<file path="src/fsic_pkg.sv">
// Package of offsets, field positions, reset values and levels for the FIFO status and IRQ block
package fsic_pkg;
   // Register offsets on the byte-wide expansion bus
   localparam logic [3:0] OFS_OPTO_CFG = 4'h6;
   localparam logic [3:0] OFS_COMMAND = 4'h8;
   localparam logic [3:0] OFS_IRQ = 4'h9;
   localparam logic [3:0] OFS_BUF = 4'ha;
   // Command register
   localparam int CMD_FLUSH_BIT = 4;
   // Buffer status fields
   localparam int BUF_OVERRUN_BIT = 7;
   localparam int BUF_HALF_BIT = 6;
   localparam int BUF_EIGHTH_BIT = 5;
   localparam int BUF_EMPTY_BIT = 4;
   localparam int BUF_PAGE_BIT = 3;
   localparam int BUF_THRESH_BIT = 2;
   localparam int BUF_IRQMODE_BIT = 1;
   localparam int BUF_SCAN_BIT = 0;
   // IRQ control / status fields
   localparam int IRQ_TIMER_ACK_BIT = 7;
   localparam int IRQ_GPIO_ACK_BIT = 6;
   localparam int IRQ_OPTO_ACK_BIT = 5;
   localparam int IRQ_ADC_ACK_BIT = 4;
   localparam int IRQ_TIMER_EN_BIT = 3;
   localparam int IRQ_GPIO_EN_BIT = 2;
   localparam int IRQ_OPTO_EN_BIT = 1;
   localparam int IRQ_ADC_EN_BIT = 0;
   // Opto config: low nibble edge enables, high nibble polarity (1 = rising)
   localparam int OPTO_POL_LSB = 4;
   // Reset values
   localparam logic [7:0] RST_BYTE = 8'h00;
   localparam logic [3:0] RST_NIB = 4'h0;
   // Buffer levels in samples, and number of I/O lines
   localparam int BUF_DEPTH = 2048;
   localparam int LEVEL_EIGHTH = 256;
   localparam int LEVEL_HALF = 1024;
   localparam int LINE_COUNT = 4;
endpackage : fsic_pkg

</file>
<file path="src/fsic_fill_tracker.sv">
// Sample buffer occupancy counter with overrun and flush handling
`timescale 1ns/1ps
module fsic_fill_tracker #(
   parameter int DEPTH = fsic_pkg::BUF_DEPTH,
   parameter int CW = $clog2(fsic_pkg::BUF_DEPTH) + 1
) (
   input wire logic clk,
   input wire logic rst,
   input wire logic convDone,
   input wire logic sampleTaken,
   input wire logic flush,
   output logic sampleStore,
   output logic [CW-1:0] fillCount,
   output logic bufferOverrunFlag,
   output logic bufferFullFlag,
   output logic bufferEmptyFlag
);
   import fsic_pkg::*;

   localparam logic [CW-1:0] FULL_COUNT = CW'(DEPTH);
   localparam logic [CW-1:0] ZERO_COUNT = '0;

   logic [CW-1:0] count_r;
   logic [CW-1:0] count_nxt;
   logic overrun_r;
   logic overrun_nxt;
   logic take;

   assign bufferFullFlag = (count_r == FULL_COUNT);
   assign bufferEmptyFlag = (count_r == ZERO_COUNT);
   assign take = sampleTaken && !bufferEmptyFlag;
   // keep contents when overrun
   // A read in the same cycle frees a slot, so full plus read still stores
   assign sampleStore = convDone && !overrun_r && !flush && (!bufferFullFlag || take);

   // Occupancy and overrun next state
   always_comb begin
      count_nxt = count_r;
      overrun_nxt = overrun_r;
      if (flush) begin
         count_nxt = ZERO_COUNT;
         overrun_nxt = 1'b0;
      end else begin
         if (sampleStore && !take) begin
            count_nxt = count_r + CW'(1);
         end else if (take && !sampleStore) begin
            count_nxt = count_r - CW'(1);
         end
         if (convDone && bufferFullFlag && !take) begin
            overrun_nxt = 1'b1;
         end
      end
   end

   always_ff @(posedge clk) begin
      if (rst) begin
         count_r <= ZERO_COUNT;
         overrun_r <= 1'b0;
      end else begin
         count_r <= count_nxt;
         overrun_r <= overrun_nxt;
      end
   end

   assign fillCount = count_r;
   assign bufferOverrunFlag = overrun_r;
endmodule : fsic_fill_tracker

</file>
<file path="src/fsic_top.sv">
// Buffer status register, per-source interrupt flip-flops and shared IRQ line driver
`timescale 1ns/1ps
module fsic_top #(
   parameter int DEPTH = fsic_pkg::BUF_DEPTH,
   parameter int LINES = fsic_pkg::LINE_COUNT
) (
   input wire logic clk,
   input wire logic rst,
   input wire logic [3:0] ioAddr,
   input wire logic [7:0] ioWrData,
   input wire logic ioWrite,
   input wire logic ioRead,
   output logic [7:0] ioRdData,
   input wire logic convDone,
   input wire logic sampleTaken,
   output logic sampleStore,
   input wire logic adcIrqReq,
   input wire logic ctr1Out,
   input wire logic [LINES-1:0] generalIoLines,
   input wire logic [LINES-1:0] optoLines,
   output logic irqLineOut,
   output logic irqLineOe,
   output logic pageSelect,
   output logic bufferThresholdSelect,
   output logic bufferIrqMode,
   output logic scanModeOn,
   output logic thresholdReached,
   output logic [LINES-1:0] gpioEdgeStatus,
   output logic [LINES-1:0] optoEdgeStatus
);
   import fsic_pkg::*;

   localparam int CW = $clog2(DEPTH) + 1;

   // Count compare used for both level flags and the threshold
   function automatic logic atLeast(input logic [CW-1:0] cnt, input int level);
      atLeast = (cnt >= CW'(level));
   endfunction : atLeast

   // Decoded bus strobes
   logic wrCmd;
   logic wrIrq;
   logic wrBuf;
   logic wrOpto;
   logic flush;

   // Tracker outputs and level flags
   logic [CW-1:0] fillCount;
   logic bufferOverrunFlag;
   logic bufferFullFlag;
   logic bufferEmptyFlag;
   logic bufferHalfLevelFlag;
   logic bufferEighthLevelFlag;

   // Configuration state
   logic [3:0] mode_r;
   logic [3:0] mode_nxt;
   logic [3:0] irqEnable_r;
   logic [3:0] irqEnable_nxt;
   logic [LINES-1:0] optoEdgeEnables_r;
   logic [LINES-1:0] optoEdgeEnables_nxt;
   logic [LINES-1:0] optoEdgePolarity_r;
   logic [LINES-1:0] optoEdgePolarity_nxt;

   // Interrupt state
   logic timerIrqPending_r;
   logic timerIrqPending_nxt;
   logic gpioIrqPending_r;
   logic gpioIrqPending_nxt;
   logic optoIrqPending_r;
   logic optoIrqPending_nxt;
   logic adcIrqPending_r;
   logic adcIrqPending_nxt;
   logic [LINES-1:0] gpioEdge_r;
   logic [LINES-1:0] gpioEdge_nxt;
   logic [LINES-1:0] optoEdge_r;
   logic [LINES-1:0] optoEdge_nxt;

   // Input history for edge detection
   logic ctr1Prev_r;
   logic [LINES-1:0] gpioPrev_r;
   logic [LINES-1:0] optoPrev_r;

   // Event terms
   logic timerReq;
   logic gpioReq;
   logic optoReq;
   logic adcReq;
   logic [LINES-1:0] gpioChange;
   logic [LINES-1:0] optoHit;
   logic timerAck;
   logic gpioAck;
   logic optoAck;
   logic adcAck;

   // Read data
   logic [7:0] rdData_r;
   logic [7:0] rdData_nxt;
   logic [7:0] bufStatus;
   logic [7:0] irqStatus;

   // Bus decode; writes are single-cycle strobes
   assign wrCmd = ioWrite && (ioAddr == OFS_COMMAND);
   assign wrIrq = ioWrite && (ioAddr == OFS_IRQ);
   assign wrBuf = ioWrite && (ioAddr == OFS_BUF);
   assign wrOpto = ioWrite && (ioAddr == OFS_OPTO_CFG);
   assign flush = wrCmd && ioWrData[CMD_FLUSH_BIT];

   fsic_fill_tracker #(
      .DEPTH(DEPTH),
      .CW(CW)
   ) fillTracker (
      .clk(clk),
      .rst(rst),
      .convDone(convDone),
      .sampleTaken(sampleTaken),
      .flush(flush),
      .sampleStore(sampleStore),
      .fillCount(fillCount),
      .bufferOverrunFlag(bufferOverrunFlag),
      .bufferFullFlag(bufferFullFlag),
      .bufferEmptyFlag(bufferEmptyFlag)
   );

   assign bufferEighthLevelFlag = atLeast(fillCount, LEVEL_EIGHTH);
   assign bufferHalfLevelFlag = atLeast(fillCount, LEVEL_HALF);
   assign thresholdReached = mode_r[BUF_THRESH_BIT] ? bufferEighthLevelFlag : bufferHalfLevelFlag;

   // Ack strobes; a zero bit leaves its flag alone
   // only ones clear
   assign timerAck = wrIrq && ioWrData[IRQ_TIMER_ACK_BIT];
   assign gpioAck = wrIrq && ioWrData[IRQ_GPIO_ACK_BIT];
   assign optoAck = wrIrq && ioWrData[IRQ_OPTO_ACK_BIT];
   assign adcAck = wrIrq && ioWrData[IRQ_ADC_ACK_BIT];

   // Source requests, each gated by its enable
   // timer falling edge
   assign timerReq = irqEnable_r[IRQ_TIMER_EN_BIT] && ctr1Prev_r && !ctr1Out;
   assign gpioChange = generalIoLines ^ gpioPrev_r;
   assign gpioReq = irqEnable_r[IRQ_GPIO_EN_BIT] && (|gpioChange);
   assign optoHit = optoEdgeEnables_r &
      ((optoEdgePolarity_r & optoLines & ~optoPrev_r) | (~optoEdgePolarity_r & ~optoLines & optoPrev_r));
   assign optoReq = irqEnable_r[IRQ_OPTO_EN_BIT] && (|optoHit);
   assign adcReq = irqEnable_r[IRQ_ADC_EN_BIT] && adcIrqReq;

   // Configuration next values
   always_comb begin
      mode_nxt = mode_r;
      irqEnable_nxt = irqEnable_r;
      optoEdgeEnables_nxt = optoEdgeEnables_r;
      optoEdgePolarity_nxt = optoEdgePolarity_r;
      if (wrBuf) begin
         mode_nxt = ioWrData[3:0];
      end
      if (wrIrq) begin
         // Enables are always written with the ack bits
         irqEnable_nxt = ioWrData[3:0];
      end
      if (wrOpto) begin
         optoEdgeEnables_nxt = ioWrData[LINES-1:0];
         optoEdgePolarity_nxt = ioWrData[OPTO_POL_LSB +: LINES];
      end
   end

   always_ff @(posedge clk) begin
      if (rst) begin
         mode_r <= RST_NIB;
         irqEnable_r <= RST_NIB;
         optoEdgeEnables_r <= '0;
         optoEdgePolarity_r <= '0;
      end else begin
         mode_r <= mode_nxt;
         irqEnable_r <= irqEnable_nxt;
         optoEdgeEnables_r <= optoEdgeEnables_nxt;
         optoEdgePolarity_r <= optoEdgePolarity_nxt;
      end
   end

   // Interrupt flip-flops; a request in the ack cycle wins so no event is lost
   always_comb begin
      timerIrqPending_nxt = timerIrqPending_r;
      gpioIrqPending_nxt = gpioIrqPending_r;
      optoIrqPending_nxt = optoIrqPending_r;
      adcIrqPending_nxt = adcIrqPending_r;
      gpioEdge_nxt = gpioEdge_r;
      optoEdge_nxt = optoEdge_r;
      if (timerAck) begin
         timerIrqPending_nxt = 1'b0;
      end
      if (gpioAck) begin
         gpioIrqPending_nxt = 1'b0;
         gpioEdge_nxt = '0;
      end
      if (optoAck) begin
         optoIrqPending_nxt = 1'b0;
         optoEdge_nxt = '0;
      end
      if (adcAck) begin
         adcIrqPending_nxt = 1'b0;
      end
      // Edge status keeps recording even with the source interrupt disabled
      gpioEdge_nxt = gpioEdge_nxt | gpioChange;
      optoEdge_nxt = optoEdge_nxt | optoHit;
      if (timerReq) begin
         timerIrqPending_nxt = 1'b1;
      end
      if (gpioReq) begin
         gpioIrqPending_nxt = 1'b1;
      end
      if (optoReq) begin
         optoIrqPending_nxt = 1'b1;
      end
      if (adcReq) begin
         adcIrqPending_nxt = 1'b1;
      end
   end

   always_ff @(posedge clk) begin
      if (rst) begin
         timerIrqPending_r <= 1'b0;
         gpioIrqPending_r <= 1'b0;
         optoIrqPending_r <= 1'b0;
         adcIrqPending_r <= 1'b0;
         gpioEdge_r <= '0;
         optoEdge_r <= '0;
         ctr1Prev_r <= 1'b0;
         gpioPrev_r <= '0;
         optoPrev_r <= '0;
      end else begin
         timerIrqPending_r <= timerIrqPending_nxt;
         gpioIrqPending_r <= gpioIrqPending_nxt;
         optoIrqPending_r <= optoIrqPending_nxt;
         adcIrqPending_r <= adcIrqPending_nxt;
         gpioEdge_r <= gpioEdge_nxt;
         optoEdge_r <= optoEdge_nxt;
         ctr1Prev_r <= ctr1Out;
         gpioPrev_r <= generalIoLines;
         optoPrev_r <= optoLines;
      end
   end

   // Shared IRQ line: driven high while any enabled flag is pending, else floated
   // drive on pending
   assign irqLineOe = (timerIrqPending_r && irqEnable_r[IRQ_TIMER_EN_BIT]) ||
      (gpioIrqPending_r && irqEnable_r[IRQ_GPIO_EN_BIT]) ||
      (optoIrqPending_r && irqEnable_r[IRQ_OPTO_EN_BIT]) ||
      (adcIrqPending_r && irqEnable_r[IRQ_ADC_EN_BIT]);
   assign irqLineOut = irqLineOe;

   // Status bytes
   always_comb begin
      bufStatus = RST_BYTE;
      bufStatus[BUF_OVERRUN_BIT] = bufferOverrunFlag;
      bufStatus[BUF_HALF_BIT] = bufferHalfLevelFlag;
      bufStatus[BUF_EIGHTH_BIT] = bufferEighthLevelFlag;
      bufStatus[BUF_EMPTY_BIT] = bufferEmptyFlag;
      bufStatus[3:0] = mode_r;
      irqStatus = RST_BYTE;
      irqStatus[IRQ_TIMER_ACK_BIT] = timerIrqPending_r;
      irqStatus[IRQ_GPIO_ACK_BIT] = gpioIrqPending_r;
      irqStatus[IRQ_OPTO_ACK_BIT] = optoIrqPending_r;
      irqStatus[IRQ_ADC_ACK_BIT] = adcIrqPending_r;
      irqStatus[3:0] = irqEnable_r;
   end

   // Read data is captured on the read strobe and held until the next read
   always_comb begin
      rdData_nxt = rdData_r;
      if (ioRead) begin
         unique case (ioAddr)
            OFS_BUF: begin
               rdData_nxt = bufStatus;
            end
            OFS_IRQ: begin
               rdData_nxt = irqStatus;
            end
            default: begin
               rdData_nxt = RST_BYTE;
            end
         endcase
      end
   end

   always_ff @(posedge clk) begin
      if (rst) begin
         rdData_r <= RST_BYTE;
      end else begin
         rdData_r <= rdData_nxt;
      end
   end

   assign ioRdData = rdData_r;
   assign pageSelect = mode_r[BUF_PAGE_BIT];
   assign bufferThresholdSelect = mode_r[BUF_THRESH_BIT];
   assign bufferIrqMode = mode_r[BUF_IRQMODE_BIT];
   assign scanModeOn = mode_r[BUF_SCAN_BIT];
   assign gpioEdgeStatus = gpioEdge_r;
   assign optoEdgeStatus = optoEdge_r;
endmodule : fsic_top

</file>
<file path="config.mk">
export PLATFORM = sky130hd
export DESIGN_NAME = fsic_top
export DESIGN_NICKNAME = d
export VERILOG_FILES = /design/src/fsic_pkg.sv /design/src/fsic_fill_tracker.sv /design/src/fsic_top.sv
export SDC_FILE = /design/constraint.sdc
export NUM_CORES = 1
export LEC_CHECK = 0
export ABC_AREA = 1
export BUFFER_PORTS_ARGS = -buffer_cell sky130_fd_sc_hd__buf_2
export CAP_MARGIN = 20
export CORE_AREA = 2 2 81 83
export DETAILED_ROUTE_END_ITERATION = 10
export DIE_AREA = 0 0 83 85
export GPL_ROUTABILITY_DRIVEN = 0
export PLACE_DENSITY = 0.85
export SETUP_SLACK_MARGIN = 0.2
export SYNTH_ARGS = -nofsm -noshare
export SYNTH_HDL_FRONTEND = slang
export SYNTH_SLANG_ARGS = --single-unit
</file>
<file path="constraint.sdc">
create_clock -name clk -period 2.6 [get_ports clk]
set_input_delay 0.13 -clock clk [delete_from_list [all_inputs] [get_ports clk]]
set_output_delay 0.13 -clock clk [all_outputs]
set_load 0.01 [all_outputs]
</file>
# ---- After elaboration in Yosys (flattened, before gate mapping)
# Cells that the tools add are included.
dict set report op_classes {
  n_mux 14
  n_addsub 2
  bitwise 12
  n_eq_ne 5
  order_cmp 2
  n_reduce_logical 46
}
# cell count
set op_table {}
lappend op_table {{$logic_and 1x1->1} 26}
lappend op_table {{$mux 12} 2}
lappend op_table {{$and 4x4->4} 5}
lappend op_table {{$pmux 8 s2} 1}
lappend op_table {{$add 12x1->12 const B} 1}
lappend op_table {{$eq 12x12->1 const B} 1}
lappend op_table {{$eq 4x4->1 const B} 3}
lappend op_table {{$ge 12x11->1 const B} 1}
lappend op_table {{$ge 12x9->1 const B} 1}
lappend op_table {{$logic_not 12->1} 1}
lappend op_table {{$not 4->4} 3}
lappend op_table {{$or 4x4->4} 3}
lappend op_table {{$sub 12x1->12 const B} 1}
lappend op_table {{$reduce_bool 2->1} 5}
lappend op_table {{$mux 1} 9}
lappend op_table {{$mux 4} 2}
lappend op_table {{$reduce_or 4->1} 2}
lappend op_table {{$logic_not 1->1} 7}
lappend op_table {{$eq 4x3->1 const B} 1}
lappend op_table {{$logic_or 1x1->1} 4}
lappend op_table {{$xor 4x4->4} 1}
lappend op_table {{$reduce_or 2->1} 1}
dict set report word_totals {
  word_cells 97
  inputBits 28
  out_inout_bits 24
  regBits 58
}

# ---- Depth between registers and ports, before layout
# Gate-level depths: netlist (run 1).
dict set report logic_depth {
  depth_word 10
  mapped_depth 19
  ltp_nobuf 19
}

# ---- Modules after synthesis
# Synthesis (run 1) repeated with hierarchy kept, for this count alone.
dict set report unflattened {
  hier_cells 446
  hier_area_um2 3108.0
}
# module area_per_inst_um2 instances cells_per_inst seq_area_each_um2
set modules_own_cells {}
lappend modules_own_cells {fsic_top 1858.0 1 238 900.9}
lappend modules_own_cells {fsic_fill_tracker 1249.9 1 208 260.2}

# ---- Least setup slack after synthesis (run 1)
# OpenSTA, ideal clock, no wires.
dict set report synth_timing {
  path_kind {reg-to-reg}
  from {reg fillTracker.count_r[0], in the netlist fillTracker.fillCount[0]}
  to {reg fillTracker.count_r[8], in the netlist fillTracker.fillCount[8]}
  synth_period_minus_slack_ns 2.578
  n_path_buf 0
  stages_incl_launch_ff 18
  path_slack_ns 0.022
  arrival_ns 2.463
  t_required_ns 2.485
  setup_ns 0.115
  cell_sequence {dfxtp_1 -> nor2_1 -> nand2_1 -> nor2_1 -> nand2_1 -> nand2_1 -> a31oi_1 -> ha_1 -> inv_1 -> ha_1 -> a21oi_1 -> nor2_1 -> nor2_1 -> nand2_1 -> nand2_1 -> nand2_1 -> o21ai_0 -> inv_1}
}
dict set report synth_between {
  elab_chain_len 8
  elab_cells_between_ends 16
  cone_classes {add/sub (2); eq/ne (1); mux (2); reduce/logical (11)}
}
# element line
set synth_rtl {}
lappend synth_rtl {{start: declaration} fsic_fill_tracker.sv:23} ;# logic [CW-1:0] count_r;
lappend synth_rtl {{start signal: assignment} fsic_fill_tracker.sv:60} ;# count_r <= count_nxt;
lappend synth_rtl {{$logic_not 12->1} fsic_fill_tracker.sv:30} ;# assign bufferEmptyFlag = (count_r == ZERO_COUNT);
lappend synth_rtl {{$logic_not 1->1} fsic_fill_tracker.sv:31} ;# assign take = sampleTaken && !bufferEmptyFlag;
lappend synth_rtl {{$logic_and 1x1->1} fsic_fill_tracker.sv:31}
lappend synth_rtl {{$logic_or 1x1->1 *} fsic_fill_tracker.sv:34} ;# assign sampleStore = convDone && !overrun_r && !flush && (!bufferFullFlag || take);
lappend synth_rtl {{$logic_and 1x1->1 *} fsic_fill_tracker.sv:34}
lappend synth_rtl {{via sampleStore} fsic_top.sv:16} ;# output logic sampleStore,
lappend synth_rtl {{$logic_not 1->1} fsic_fill_tracker.sv:46} ;# end else if (take && !sampleStore) begin
lappend synth_rtl {{$logic_and 1x1->1} fsic_fill_tracker.sv:46}
lappend synth_rtl {{$reduce_bool 2->1 (no line)} n/a}
# Mark *: on every way through the listed nets, which the timed path passes. The rest lies on a longest branch. The select of a mux whose other input is x is not followed.
# A chain may end at the register's enable or synchronous reset.

# ---- Worst setup path after layout (run 1)
dict set report layout_timing {
  from {reg fillTracker.count_r[5], in the netlist fillTracker.fillCount[5]}
  to {reg fillTracker.count_r[11], in the netlist fillTracker.fillCount[11]}
}
dict set report layout_between {
  elab_chain_len 8
  elab_cells_between_ends 16
  cone_classes {add/sub (2); eq/ne (1); mux (2); reduce/logical (11)}
}
# element
set layout_rtl {}
lappend layout_rtl {{branches (longest 8 deep; another with $sub 12x1->12)}}
# Parallel ways; which one is timed is not known. The select of a mux whose other input is x is not followed.

==> reports/qor.yml, run 1 <==
grt:
  grt.overflow.total: 0
  grt_pass1_vias: 3022
  first_pass_grt_wire_length_um: 13600
  number_of_antenna_violations_at_the_first_check_in_global_routing: 0
  globalRouteTotalUtil: 0.238
  largest_net_degree_at_the_start_of_global_routing: 26
finish:
  flow.area_growth_from_synthesis_pct: 34.8
  antennaDiodeCount: 0
  post-route-util: 0.648
  final_common_cell: "sky130_fd_sc_hd__nand2_1"
  drive_above_1_share: 0.318
  nNetsFinal: 548
  fin_area_um2: 4020
  top_library_cells_by_usage_in_the_layout_fill_and_taps_aside: "sky130_fd_sc_hd__nand2_1, sky130_fd_sc_hd__inv_1, sky130_fd_sc_hd__buf_2"
worst_setup_path:
  critPathLaunchType: "flip-flop"
  worst-endpoint-required_ns: 2.84
  crit_path_max_incr_delay_ns: 0.36
  setup.reg_to_reg.worst_slack_ns: 0.03
  critPathCaptureType: "flip-flop"
  cp_num_buf_inv: 3
  critical_path_peak_fanout: 6
  worstPathArrival_ns: 2.82
  cp_slowest_cell: "sky130_fd_sc_hd__dfxtp_2"
  crit_chain: "inv_2 > nand4_1 > nor2_4 > nand2_2 > nand2_4 > a31oi_4 > ha_4 > clkinv_8 > ha_4 > nand2_1 > nand2_1 > nand2_1 > nand2_2 > nand2_2 > nand4_1 > nand3_2 > nand2_1 > inv_1"
  crit_family: "simple AND/OR/NAND/NOR gates"
  worstSetupPathType: "flip-flop to flip-flop"
  critical-path-top-cell-by-count: "sky130_fd_sc_hd__nand2_1"
timing:
  max_clock_freq_ghz: 0.389
  worst_clock_skew_ns: 0.00811
  worst_slew_pin_slew_ns: 0.803
  final-setup-viol-count: 0
  finalMaxSlewViolations: 0
  timing_hold_violations_final: 0
  max-slew-margin-rel: 0.463
  period_minus_slack_ns: 2.57
  period_share: 0.990
  unrepaired_setup_endpoints_after_global_routing: "true"
yosys:
  synth_seq_cells: 58
  ys_seq_area_frac: 0.389
  syn_inst: 435
  syn-num-nets: 475
  number_of_warnings_issued_by_yosys: 0
  synth_area_um2: 2980
  synth.distinct_cells: 30
  syn_avg_cell_area_um2: 6.86
clock_tree:
  ctsLongestPathBuffers: 2
  clkLatencyLatePin_ns: 0.35
  clk_pin_slew_worst_paths_ns: 0.07
  root_buffer: "sky130_fd_sc_hd__clkbuf_8"
  cts_max_level: 3
  numClockSinks: 58
  clock_tree_from_tritoncts: "done"
  number_of_buffers_created_by_cts: 9
status:
  outcome: "complete, no violations"
drt:
  met3_length_um: 702
  drt_drc_violations_left: 0
  drt_first_iter_violations: 301
  detail_route.wl_per_cell_um: 15.7
  met1_length_um: 3750
  detailedRoute.firstPassIterationCount: 5
  highest_layer: "met4"
  postRouteAntennaNets: 0
  wl_met2_um: 4560
  routed_via_density: 5.44
  routed-via-count: 3211
  wl_um: 9260
floorplanning:
  core.rowCount: 29
  floorplan.core_area_um2: 6200
  floorplan.initialDensity: 0.481
  io_pins: 52
  dieHeight_um: 85
  die_x_um: 83
  die-area_um2: 7060
placement:
  io_buffers: 51
  detailed_place_hpwl_um: 5450
  area_after_detailed_placement_um2: 3320
worst_hold_path:
  holdCritPathClass: "primary input to flip-flop"
power_and_ir_drop:
  power_density_nw_per_um2: 1040
  max-vdd-ir-drop_mv: 0.715
  leakage_nw: 1.95
job:
  cap_violations: 0
[final cells by class]
cell class	instances	area [um2]
inverter	68	273
multi-input combinational	298	1850
sequential	58	1180
clock buffer	9	124
timing repair buffer	72	424
tap	77	96.3
fill	474	2180
clock inverter	7	70.1
timing repair inverter	1	11.3
[worst paths after layout]
check / to / start / cells past startpoint
hold / removal: optoPrev_r[3]$_SDFF_PP0_ / optoLines[3] / 3
setup / recovery: fillTracker.fillCount[11]$_SDFFE_PP0P_ / fillTracker.fillCount[5]$_SDFFE_PP0P_ / 18
setup reg to reg: fillTracker.fillCount[11]$_SDFFE_PP0P_ / fillTracker.fillCount[5]$_SDFFE_PP0P_ / 18
hold reg to reg: optoEdgeStatus[2]$_SDFF_PP0_ / optoEdgeStatus[2]$_SDFF_PP0_ / 2
[report_power, final]
| part | total, W | switching, W | leakage [nW] | internal [W] |
|---|---|---|---|---|
| clock network | 0.000833 | 0.000394 | 0.0990 | 0.000440 |
| logic | 0.00224 | 0.00131 | 1.37 | 0.000933 |
| registers | 0.00111 | 0.0000970 | 0.479 | 0.00101 |
[state kept, by name, summed over array words and instances, names as in the netlist, 4 cells and up]
register,cells
fillTracker.fillCount,12
gpioEdgeStatus,4
gpioPrev_r,4
ioRdData,8
irqEnable_r,4
mode_r,4
optoEdgeEnables_r,4
optoEdgePolarity_r,4
optoEdgeStatus,4
optoPrev_r,4
[per-layer routing]
metal	up-vias	GRT usage
met3	28	0.0574
met2	162	0.399
met4	0	0.104
met1	1487	0.294
met5	-	0
li1	1534	-
[synthesized netlist by cell type]
master,n,area [um2]
sky130_fd_sc_hd__nor3_4,1,16.3
sky130_fd_sc_hd__nand2_1,103,387
sky130_fd_sc_hd__o211ai_1,6,45.0
sky130_fd_sc_hd__xnor2_1,8,70.1
sky130_fd_sc_hd__a31oi_1,3,18.8
sky130_fd_sc_hd__buf_2,2,10.0
sky130_fd_sc_hd__nand3b_1,2,15.0
sky130_fd_sc_hd__inv_2,2,7.51
sky130_fd_sc_hd__nor3_1,2,10.0
sky130_fd_sc_hd__or2_2,1,6.26
sky130_fd_sc_hd__nor2_2,1,6.26
sky130_fd_sc_hd__xor2_1,2,17.5
sky130_fd_sc_hd__nand3_1,33,165
sky130_fd_sc_hd__nor2_1,51,191
sky130_fd_sc_hd__inv_6,1,8.76
sky130_fd_sc_hd__buf_6,1,11.3
sky130_fd_sc_hd__nand2_4,3,33.8
sky130_fd_sc_hd__nand4_1,7,43.8
sky130_fd_sc_hd__and3_1,1,6.26
sky130_fd_sc_hd__nand2_2,1,6.26
sky130_fd_sc_hd__buf_4,1,7.51
sky130_fd_sc_hd__clkbuf_1,7,26.3
sky130_fd_sc_hd__dfxtp_1,58,1160
sky130_fd_sc_hd__o21ai_0,23,115
sky130_fd_sc_hd__a21oi_1,35,175
sky130_fd_sc_hd__inv_1,65,244
sky130_fd_sc_hd__ha_1,11,138
sky130_fd_sc_hd__o21ai_1,1,5.00
sky130_fd_sc_hd__a21o_1,2,15.0
sky130_fd_sc_hd__fa_1,1,20.0
[tightest hold or removal path, stage by stage]
cell	delay [ns]
sky130_fd_sc_hd__buf_2	0.07
sky130_fd_sc_hd__inv_1	0.05
sky130_fd_sc_hd__nor2_1	0.07
[kinds of logic (layout without fill, tap and decap cells)]
| kind of cell | Yosys count | count (layout) | share of synthesized area |
|---|---|---|---|
| xor gates and xnor gates | 10 | 10 | 0.0294 |
| buffers and inverters | 79 | 157 | 0.106 |
| AOI/OAI and AO/OA | 70 | 70 | 0.125 |
| DFF | 58 | 58 | 0.389 |
| adders and majority gates | 12 | 12 | 0.0529 |
| and+or+nand+nor | 206 | 206 | 0.297 |
[repair_timing]
action                                  4_1_cts  5_1_grt
endpoints found under the hold margin         3        0
setup buffers                                 4       10
resized for setup                            26       58
endpoints found under the setup margin        9       10
pin swaps                                     5       22
hold buffers                                  3        0
gates cloned                                  0        1
[per-stage QoR]
step                power, W  TNS [ns]  setup WS [ns]  hold slack, ns  cells
finish               0.00418         0         0.0265         0.00509    590
global route         0.00440    -0.108        -0.0730          0.0103    590
CTS                  0.00353         0          0.178         0.00294    579
detailed placement   0.00247   -0.0435        -0.0198           0.357    556
global placement     0.00243         0          0.116           0.352    556
floorplan            0.00215         0          0.226           0.237    435
(Power assumes the default switching activity.)
==> inputs of run 2 (changes only) <==
==> constraint.sdc (replaced) <==
create_clock -name clk -period 2.1 [get_ports clk]
set_input_delay 0.105 -clock clk [delete_from_list [all_inputs] [get_ports clk]]
set_output_delay 0.105 -clock clk [all_outputs]
set_load 0.01 [all_outputs]
==> run 2 against run 1 <==
The run now ends with negative setup slack left; clock skew fell by 0.0014 ns; final cell count is 4.6% higher; register-to-register slack worse by 0.36 ns; global-route usage shrank 0.45 points; sequential power rose by 21%; non-clock buffer count grew 27; maximum frequency up 5.7%; die area stayed put; clock-buffer cell count grew 2; clock power grew 48%; first-iteration DRC count down 15%; cell area up 6.4%; critical path type unchanged; highest routed layer unchanged.
==> reports/qor.yml, run 2 (synthesized netlist as in run 1, its figures left out) <==
job:
  cap_violations: 0
floorplanning:
  die_x_um: 83
  core.rowCount: 29
  dieHeight_um: 85
  floorplan.core_area_um2: 6200
  die-area_um2: 7060
  io_pins: 52
  floorplan.initialDensity: 0.481
drt:
  detail_route.wl_per_cell_um: 13.8
  detailedRoute.firstPassIterationCount: 4
  drt_first_iter_violations: 255
  postRouteAntennaNets: 0
  drt_drc_violations_left: 0
  wl_um: 8510
  routed-via-count: 3206
  routed_via_density: 5.20
timing:
  period_share: 1.16
  post-route-worst-setup-slack_ns: -0.335
  worst_slew_pin_slew_ns: 0.418
  timing_hold_violations_final: 0
  hold_slack_ns: 0.00666
  unrepaired_setup_endpoints_after_global_routing: "true"
  max-slew-margin-rel: 0.721
  period_minus_slack_ns: 2.44
  final-setup-viol-count: 10
  finalMaxSlewViolations: 0
  max_clock_freq_ghz: 0.411
  worst_clock_skew_ns: 0.00668
worst_setup_path:
  crit_chain: "nor2_2 > inv_1 > nor2_2 > nand2_1 > nand2_2 > buf_6 > ha_4 > inv_8 > fa_2 > nand2_4 > nand3_4 > nand3_2 > a21oi_2 > nand3b_1 > nand2_1 > inv_1"
  worstSetupPathType: "flip-flop to flip-flop"
  worstPathArrival_ns: 2.66
  setup.reg_to_reg.worst_slack_ns: -0.34
  critPathLaunchType: "flip-flop"
  crit_path_max_incr_delay_ns: 0.40
  critical_path_peak_fanout: 5
  worst-endpoint-required_ns: 2.33
  critPathCaptureType: "flip-flop"
  r2r_depth: 16
  cp_slowest_cell: "sky130_fd_sc_hd__fa_2"
clock_tree:
  cts_max_level: 3
  numClockSinks: 58
  clock_tree_from_tritoncts: "done"
  clk_pin_slew_worst_paths_ns: 0.07
  ctsLongestPathBuffers: 2
  root_buffer: "sky130_fd_sc_hd__clkbuf_8"
  number_of_buffers_created_by_cts: 9
  clkLatencyLatePin_ns: 0.34
power_and_ir_drop:
  p_int_w: 0.00336
  power_frac_clock: 0.225
  power_density_nw_per_um2: 1280
  p_switching_w: 0.00211
  power.sequential.fraction: 0.244
  netSwitchingFraction: 0.386
  max-vdd-ir-drop_mv: 0.867
  p_comb_frac: 0.531
  leakage_nw: 2.09
grt:
  grt.overflow.total: 0
  number_of_antenna_violations_at_the_first_check_in_global_routing: 0
  globalRouteMet2Util: 0.389
  grt.met3_usage: 0.0535
  grt_pass1_vias: 2991
  globalRouteTotalUtil: 0.234
  first_pass_grt_wire_length_um: 13200
  global_route.usage.met1: 0.291
  globalRoute.busiestLayer: "met2"
  largest_net_degree_at_the_start_of_global_routing: 25
finish:
  max_reg_flops: 12
  fin_area_um2: 4280
  nNetsFinal: 575
  post-route-util: 0.690
  antennaDiodeCount: 0
  top_library_cells_by_usage_in_the_layout_fill_and_taps_aside: "sky130_fd_sc_hd__nand2_1, sky130_fd_sc_hd__inv_1, sky130_fd_sc_hd__buf_2"
  flow.area_growth_from_synthesis_pct: 43.5
  fill_cells: 434
  drive_above_1_share: 0.350
  regArea_um2: 1170
  final_common_cell: "sky130_fd_sc_hd__nand2_1"
  footprint_of_the_multi_input_gates_um2: 1840
placement:
  area_after_detailed_placement_um2: 3780
  detailed_place_hpwl_um: 5910
  io_buffers: 51
status:
  failed_checks: "negative setup slack"
  outcome: "finished, violations left"
worst_hold_path:
  worst_hold_path.num_cells: 3
  holdCritPathClass: "primary input to flip-flop"
run 2: area by class of cell:
type,instances,share of cell area
Clock inverter,5,0.0240
Timing Repair Buffer,99,0.150
Clock buffer,11,0.0307
Sequential cell,58,0.274
Tap cell,77,0.0225
Timing Repair inverter,1,0.00263
Multi-Input combinational cell,298,0.431
Inverter,68,0.0646
run 2: path summary, 6_finish.rpt:
check,start,end
worst max-delay path,fillTracker.fillCount[10]$_SDFFE_PP0P_,fillTracker.fillCount[6]$_SDFFE_PP0P_
worst min-delay path,optoLines[3],optoPrev_r[3]$_SDFF_PP0_
worst max register to register,fillTracker.fillCount[10]$_SDFFE_PP0P_,fillTracker.fillCount[6]$_SDFFE_PP0P_
worst min register to register,gpioEdgeStatus[0]$_SDFF_PP0_,gpioEdgeStatus[0]$_SDFF_PP0_
run 2: worst max-delay path, delay by kind of cell, from the launching register on:
kind | cells | cell delay [ns]
AO/OA/AOI/OAI | 1 | 0.05
adder cells (fa/ha/maj) | 2 | 0.61
buffers and inverters | 4 | 0.32
flip-flops | 1 | 0.33
AND/OR/NAND/NOR | 9 | 1.00
run 2: power groups by stage:
stage	clock (W)	sequential, W	combinational, W
2_1_floorplan	0	0.00140	0.00156
3_3_place_gp	0	0.00134	0.00234
3_5_place_dp	0	0.00135	0.00240
4_1_cts	0.00124	0.00133	0.00251
5_1_grt	0.00130	0.00135	0.00315
6_report	0.00123	0.00134	0.00291
run 2: repair_timing:
item / in CTS / in global routing
setup endpoints to repair: 11 / 11
pin swaps: 7 / 18
resized for setup: 12 / 38
buffers inserted: 0 / 1
gates cloned: 0 / 1
hold endpoints to repair: 8 / 0
hold buffers: 8 / 0
run 2: per-layer routing:
metal  vias to the layer above  share of wire
met5                         -              0
met4                         0          0.029
met1                      1484           0.42
li1                       1590              -
met3                        26          0.061
met2                       106           0.49
run 2: metrics by stage:
stage | power [W] | setup WS [ns] | TNS [ns] | std cells
finish | 0.00547 | -0.335 | -2.01 | 617
global route | 0.00580 | -0.408 | -3.20 | 617
CTS | 0.00508 | -0.176 | -1.30 | 615
detailed placement | 0.00375 | -0.223 | -1.77 | 591
global placement | 0.00368 | -0.181 | -1.42 | 591
floorplan | 0.00296 | -0.160 | -1.05 | 435
==> inputs of run 3 (changes only) <==
--- a/config.mk
+++ b/config.mk
@@ -8,12 +8,13 @@
 export ABC_AREA = 1
 export BUFFER_PORTS_ARGS = -buffer_cell sky130_fd_sc_hd__buf_2
 export CAP_MARGIN = 20
-export CORE_AREA = 2 2 81 83
+export CORE_AREA = 2 2 82 84
 export DETAILED_ROUTE_END_ITERATION = 10
-export DIE_AREA = 0 0 83 85
+export DIE_AREA = 0 0 84 86
 export GPL_ROUTABILITY_DRIVEN = 0
-export PLACE_DENSITY = 0.85
+export PLACE_DENSITY = 0.86
 export SETUP_SLACK_MARGIN = 0.2
 export SYNTH_ARGS = -nofsm -noshare
 export SYNTH_HDL_FRONTEND = slang
+export SYNTH_HIERARCHICAL = 1
 export SYNTH_SLANG_ARGS = --single-unit
==> run 3 against run 2 <==
The flow still finishes with violations (negative setup slack); register-to-register slack worse by 0.04 ns; via count increased by 3.1%; clock-buffer cell count did not move; synthesized area grew 4.1%; core utilization fell by 0.14 points; total power fell by 11%; largest power group unchanged.
==> reports/qor.yml, run 3 <==
worst_setup_path:
  critPathCaptureType: "flip-flop"
  cp_num_buf_inv: 4
  setup.reg_to_reg.worst_slack_ns: -0.38
  crit_family: "simple AND/OR/NAND/NOR gates"
  reg2reg_from: "fillTracker/fillCount[6]$_SDFFE_PP0P_"
  worstPathArrival_ns: 2.70
  worst-endpoint-required_ns: 2.33
  worstSetupPathType: "flip-flop to flip-flop"
  cp_slowest_cell: "sky130_fd_sc_hd__dfxtp_2"
  r2r_depth: 15
  crit_chain: "inv_2 > nand4_1 > nor2_2 > nand2_1 > o31ai_1 > inv_1 > ha_4 > inv_8 > ha_4 > or2_4 > nand3_1 > a21oi_1 > nand3b_1 > nand2_1 > inv_1"
  crit_path_max_incr_delay_ns: 0.33
  critPathLaunchType: "flip-flop"
  critical_path_peak_fanout: 6
  critical_register_to_register_path_endpoint: "fillTracker/fillCount[6]$_SDFFE_PP0P_"
worst_hold_path:
  min_to: "gpioPrev_r[1]$_SDFF_PP0_"
  holdCritPathClass: "primary input to flip-flop"
  worst_hold_path.num_cells: 3
  hold_start: "generalIoLines[1]"
timing:
  max-slew-margin-rel: 0.650
  worst_clock_skew_ns: 0.00868
  period_share: 1.18
  final-setup-viol-count: 10
  timing_hold_violations_final: 0
  finalMaxSlewViolations: 0
  period_minus_slack_ns: 2.48
  unrepaired_setup_endpoints_after_global_routing: "true"
  max_clock_freq_ghz: 0.404
  worst_slew_pin_slew_ns: 0.525
  post-route-worst-setup-slack_ns: -0.377
floorplanning:
  floorplan.initialDensity: 0.495
  die-area_um2: 7220
  io_pins: 52
  floorplan.core_area_um2: 6280
  die_x_um: 84
  dieHeight_um: 86
  core.rowCount: 29
yosys:
  syn_avg_cell_area_um2: 6.98
  syn-num-nets: 485
  number_of_warnings_issued_by_yosys: 6
  synth_area_um2: 3100
  syn_inst: 445
clock_tree:
  root_buffer: "sky130_fd_sc_hd__clkbuf_8"
  ctsLongestPathBuffers: 2
  cts_max_level: 3
  clock_tree_from_tritoncts: "done"
  numClockSinks: 58
  clk_pin_slew_worst_paths_ns: 0.07
  number_of_buffers_created_by_cts: 9
  clkLatencyLatePin_ns: 0.33
grt:
  globalRouteTotalUtil: 0.245
  grt.overflow.total: 0
  grt_pass1_vias: 3093
  first_pass_grt_wire_length_um: 14100
  number_of_antenna_violations_at_the_first_check_in_global_routing: 0
  largest_net_degree_at_the_start_of_global_routing: 27
power_and_ir_drop:
  power_density_nw_per_um2: 1130
  max-vdd-ir-drop_mv: 0.741
  leakage_nw: 2.13
  fin_total_pwr_w: 0.00489
finish:
  flow.area_growth_from_synthesis_pct: 39.2
  top_library_cells_by_usage_in_the_layout_fill_and_taps_aside: "sky130_fd_sc_hd__nand2_1, sky130_fd_sc_hd__inv_1, sky130_fd_sc_hd__buf_2"
  final_common_cell: "sky130_fd_sc_hd__nand2_1"
  drive_above_1_share: 0.348
  fin_area_um2: 4320
  nNetsFinal: 589
  max_reg_flops: 12
  fill_cells: 442
  antennaDiodeCount: 0
drt:
  detail_route.wl_per_cell_um: 14.1
  postRouteAntennaNets: 0
  detailedRoute.firstPassIterationCount: 7
  drt_drc_violations_left: 0
  routed-via-count: 3305
  wl_um: 8900
  routed_via_density: 5.24
  drt_first_iter_violations: 243
status:
  outcome: "finished, violations left"
  failed_checks: "negative setup slack"
placement:
  detailed_place_hpwl_um: 6300
  io_buffers: 51
  area_after_detailed_placement_um2: 3820
job:
  cap_violations: 0
==> run 3: stage by stage <==
step / instances / TNS, ns / hold WS (ns) / util / setup WS [ns]
floorplan: 445 / -0.575 / 0.212 / - / -0.112
global placement: 598 / -1.41 / 0.332 / 0.608 / -0.250
detailed placement: 598 / -2.63 / 0.341 / 0.608 / -0.358
CTS: 624 / -1.89 / 0.00508 / 0.666 / -0.264
global route: 631 / -4.10 / 0.0124 / 0.688 / -0.449
finish: 631 / -2.65 / 0.0216 / 0.688 / -0.377
==> run 3: power by group <==
group          internal (W)  total, W  switching (W)
Combinational       0.00113   0.00245        0.00131
Sequential          0.00123   0.00130      0.0000750
Clock              0.000696   0.00114       0.000440
==> run 3: worst max path at each step <==
stage,to,slack (ns),from,cells after the start
after floorplan,fillTracker/fillCount[6]$_SDFFE_PP0P_,-0.11,fillTracker/fillCount[9]$_SDFFE_PP0P_,15
after global placement,fillTracker/fillCount[6]$_SDFFE_PP0P_,-0.25,fillTracker/fillCount[7]$_SDFFE_PP0P_,15
after detailed placement,fillTracker/fillCount[6]$_SDFFE_PP0P_,-0.36,fillTracker/fillCount[7]$_SDFFE_PP0P_,15
after CTS,fillTracker/fillCount[6]$_SDFFE_PP0P_,-0.26,fillTracker/fillCount[0]$_SDFFE_PP0P_,15
after global routing,fillTracker/fillCount[6]$_SDFFE_PP0P_,-0.45,fillTracker/fillCount[7]$_SDFFE_PP0P_,15
final,fillTracker/fillCount[6]$_SDFFE_PP0P_,-0.38,fillTracker/fillCount[6]$_SDFFE_PP0P_,15
==> run 3: timing repair <==
action	in CTS	in global routing
setup endpoints to repair	11	12
hold buffers	8	0
cloned	1	0
endpoints found under the hold margin	8	0
buffers inserted	1	7
pin swaps	4	15
gates resized for setup	11	27
==> run 3: tightest hold or removal path: stages <==
cell and delay, ns:
sky130_fd_sc_hd__buf_2 0.11, sky130_fd_sc_hd__inv_1 0.06, sky130_fd_sc_hd__nor2_1 0.04
==> run 3: per-layer routing <==
metal	GRT usage	routed length, um
met2	0.432	4500
met5	0	0
met4	0.0909	182
met3	0.0510	417
met1	0.295	3800
==> run 3: cell type report <==
type / instances / area (um2) / area share
Timing Repair Buffer: 103 / 677 / 0.157
Clock inverter: 5 / 77.6 / 0.0180
Inverter: 80 / 317 / 0.0732
Multi-Input combinational cell: 296 / 1830 / 0.424
Tap cell: 77 / 96.3 / 0.0223
Sequential cell: 58 / 1170 / 0.271
Timing Repair inverter: 1 / 11.3 / 0.00261
Clock buffer: 11 / 141 / 0.0327
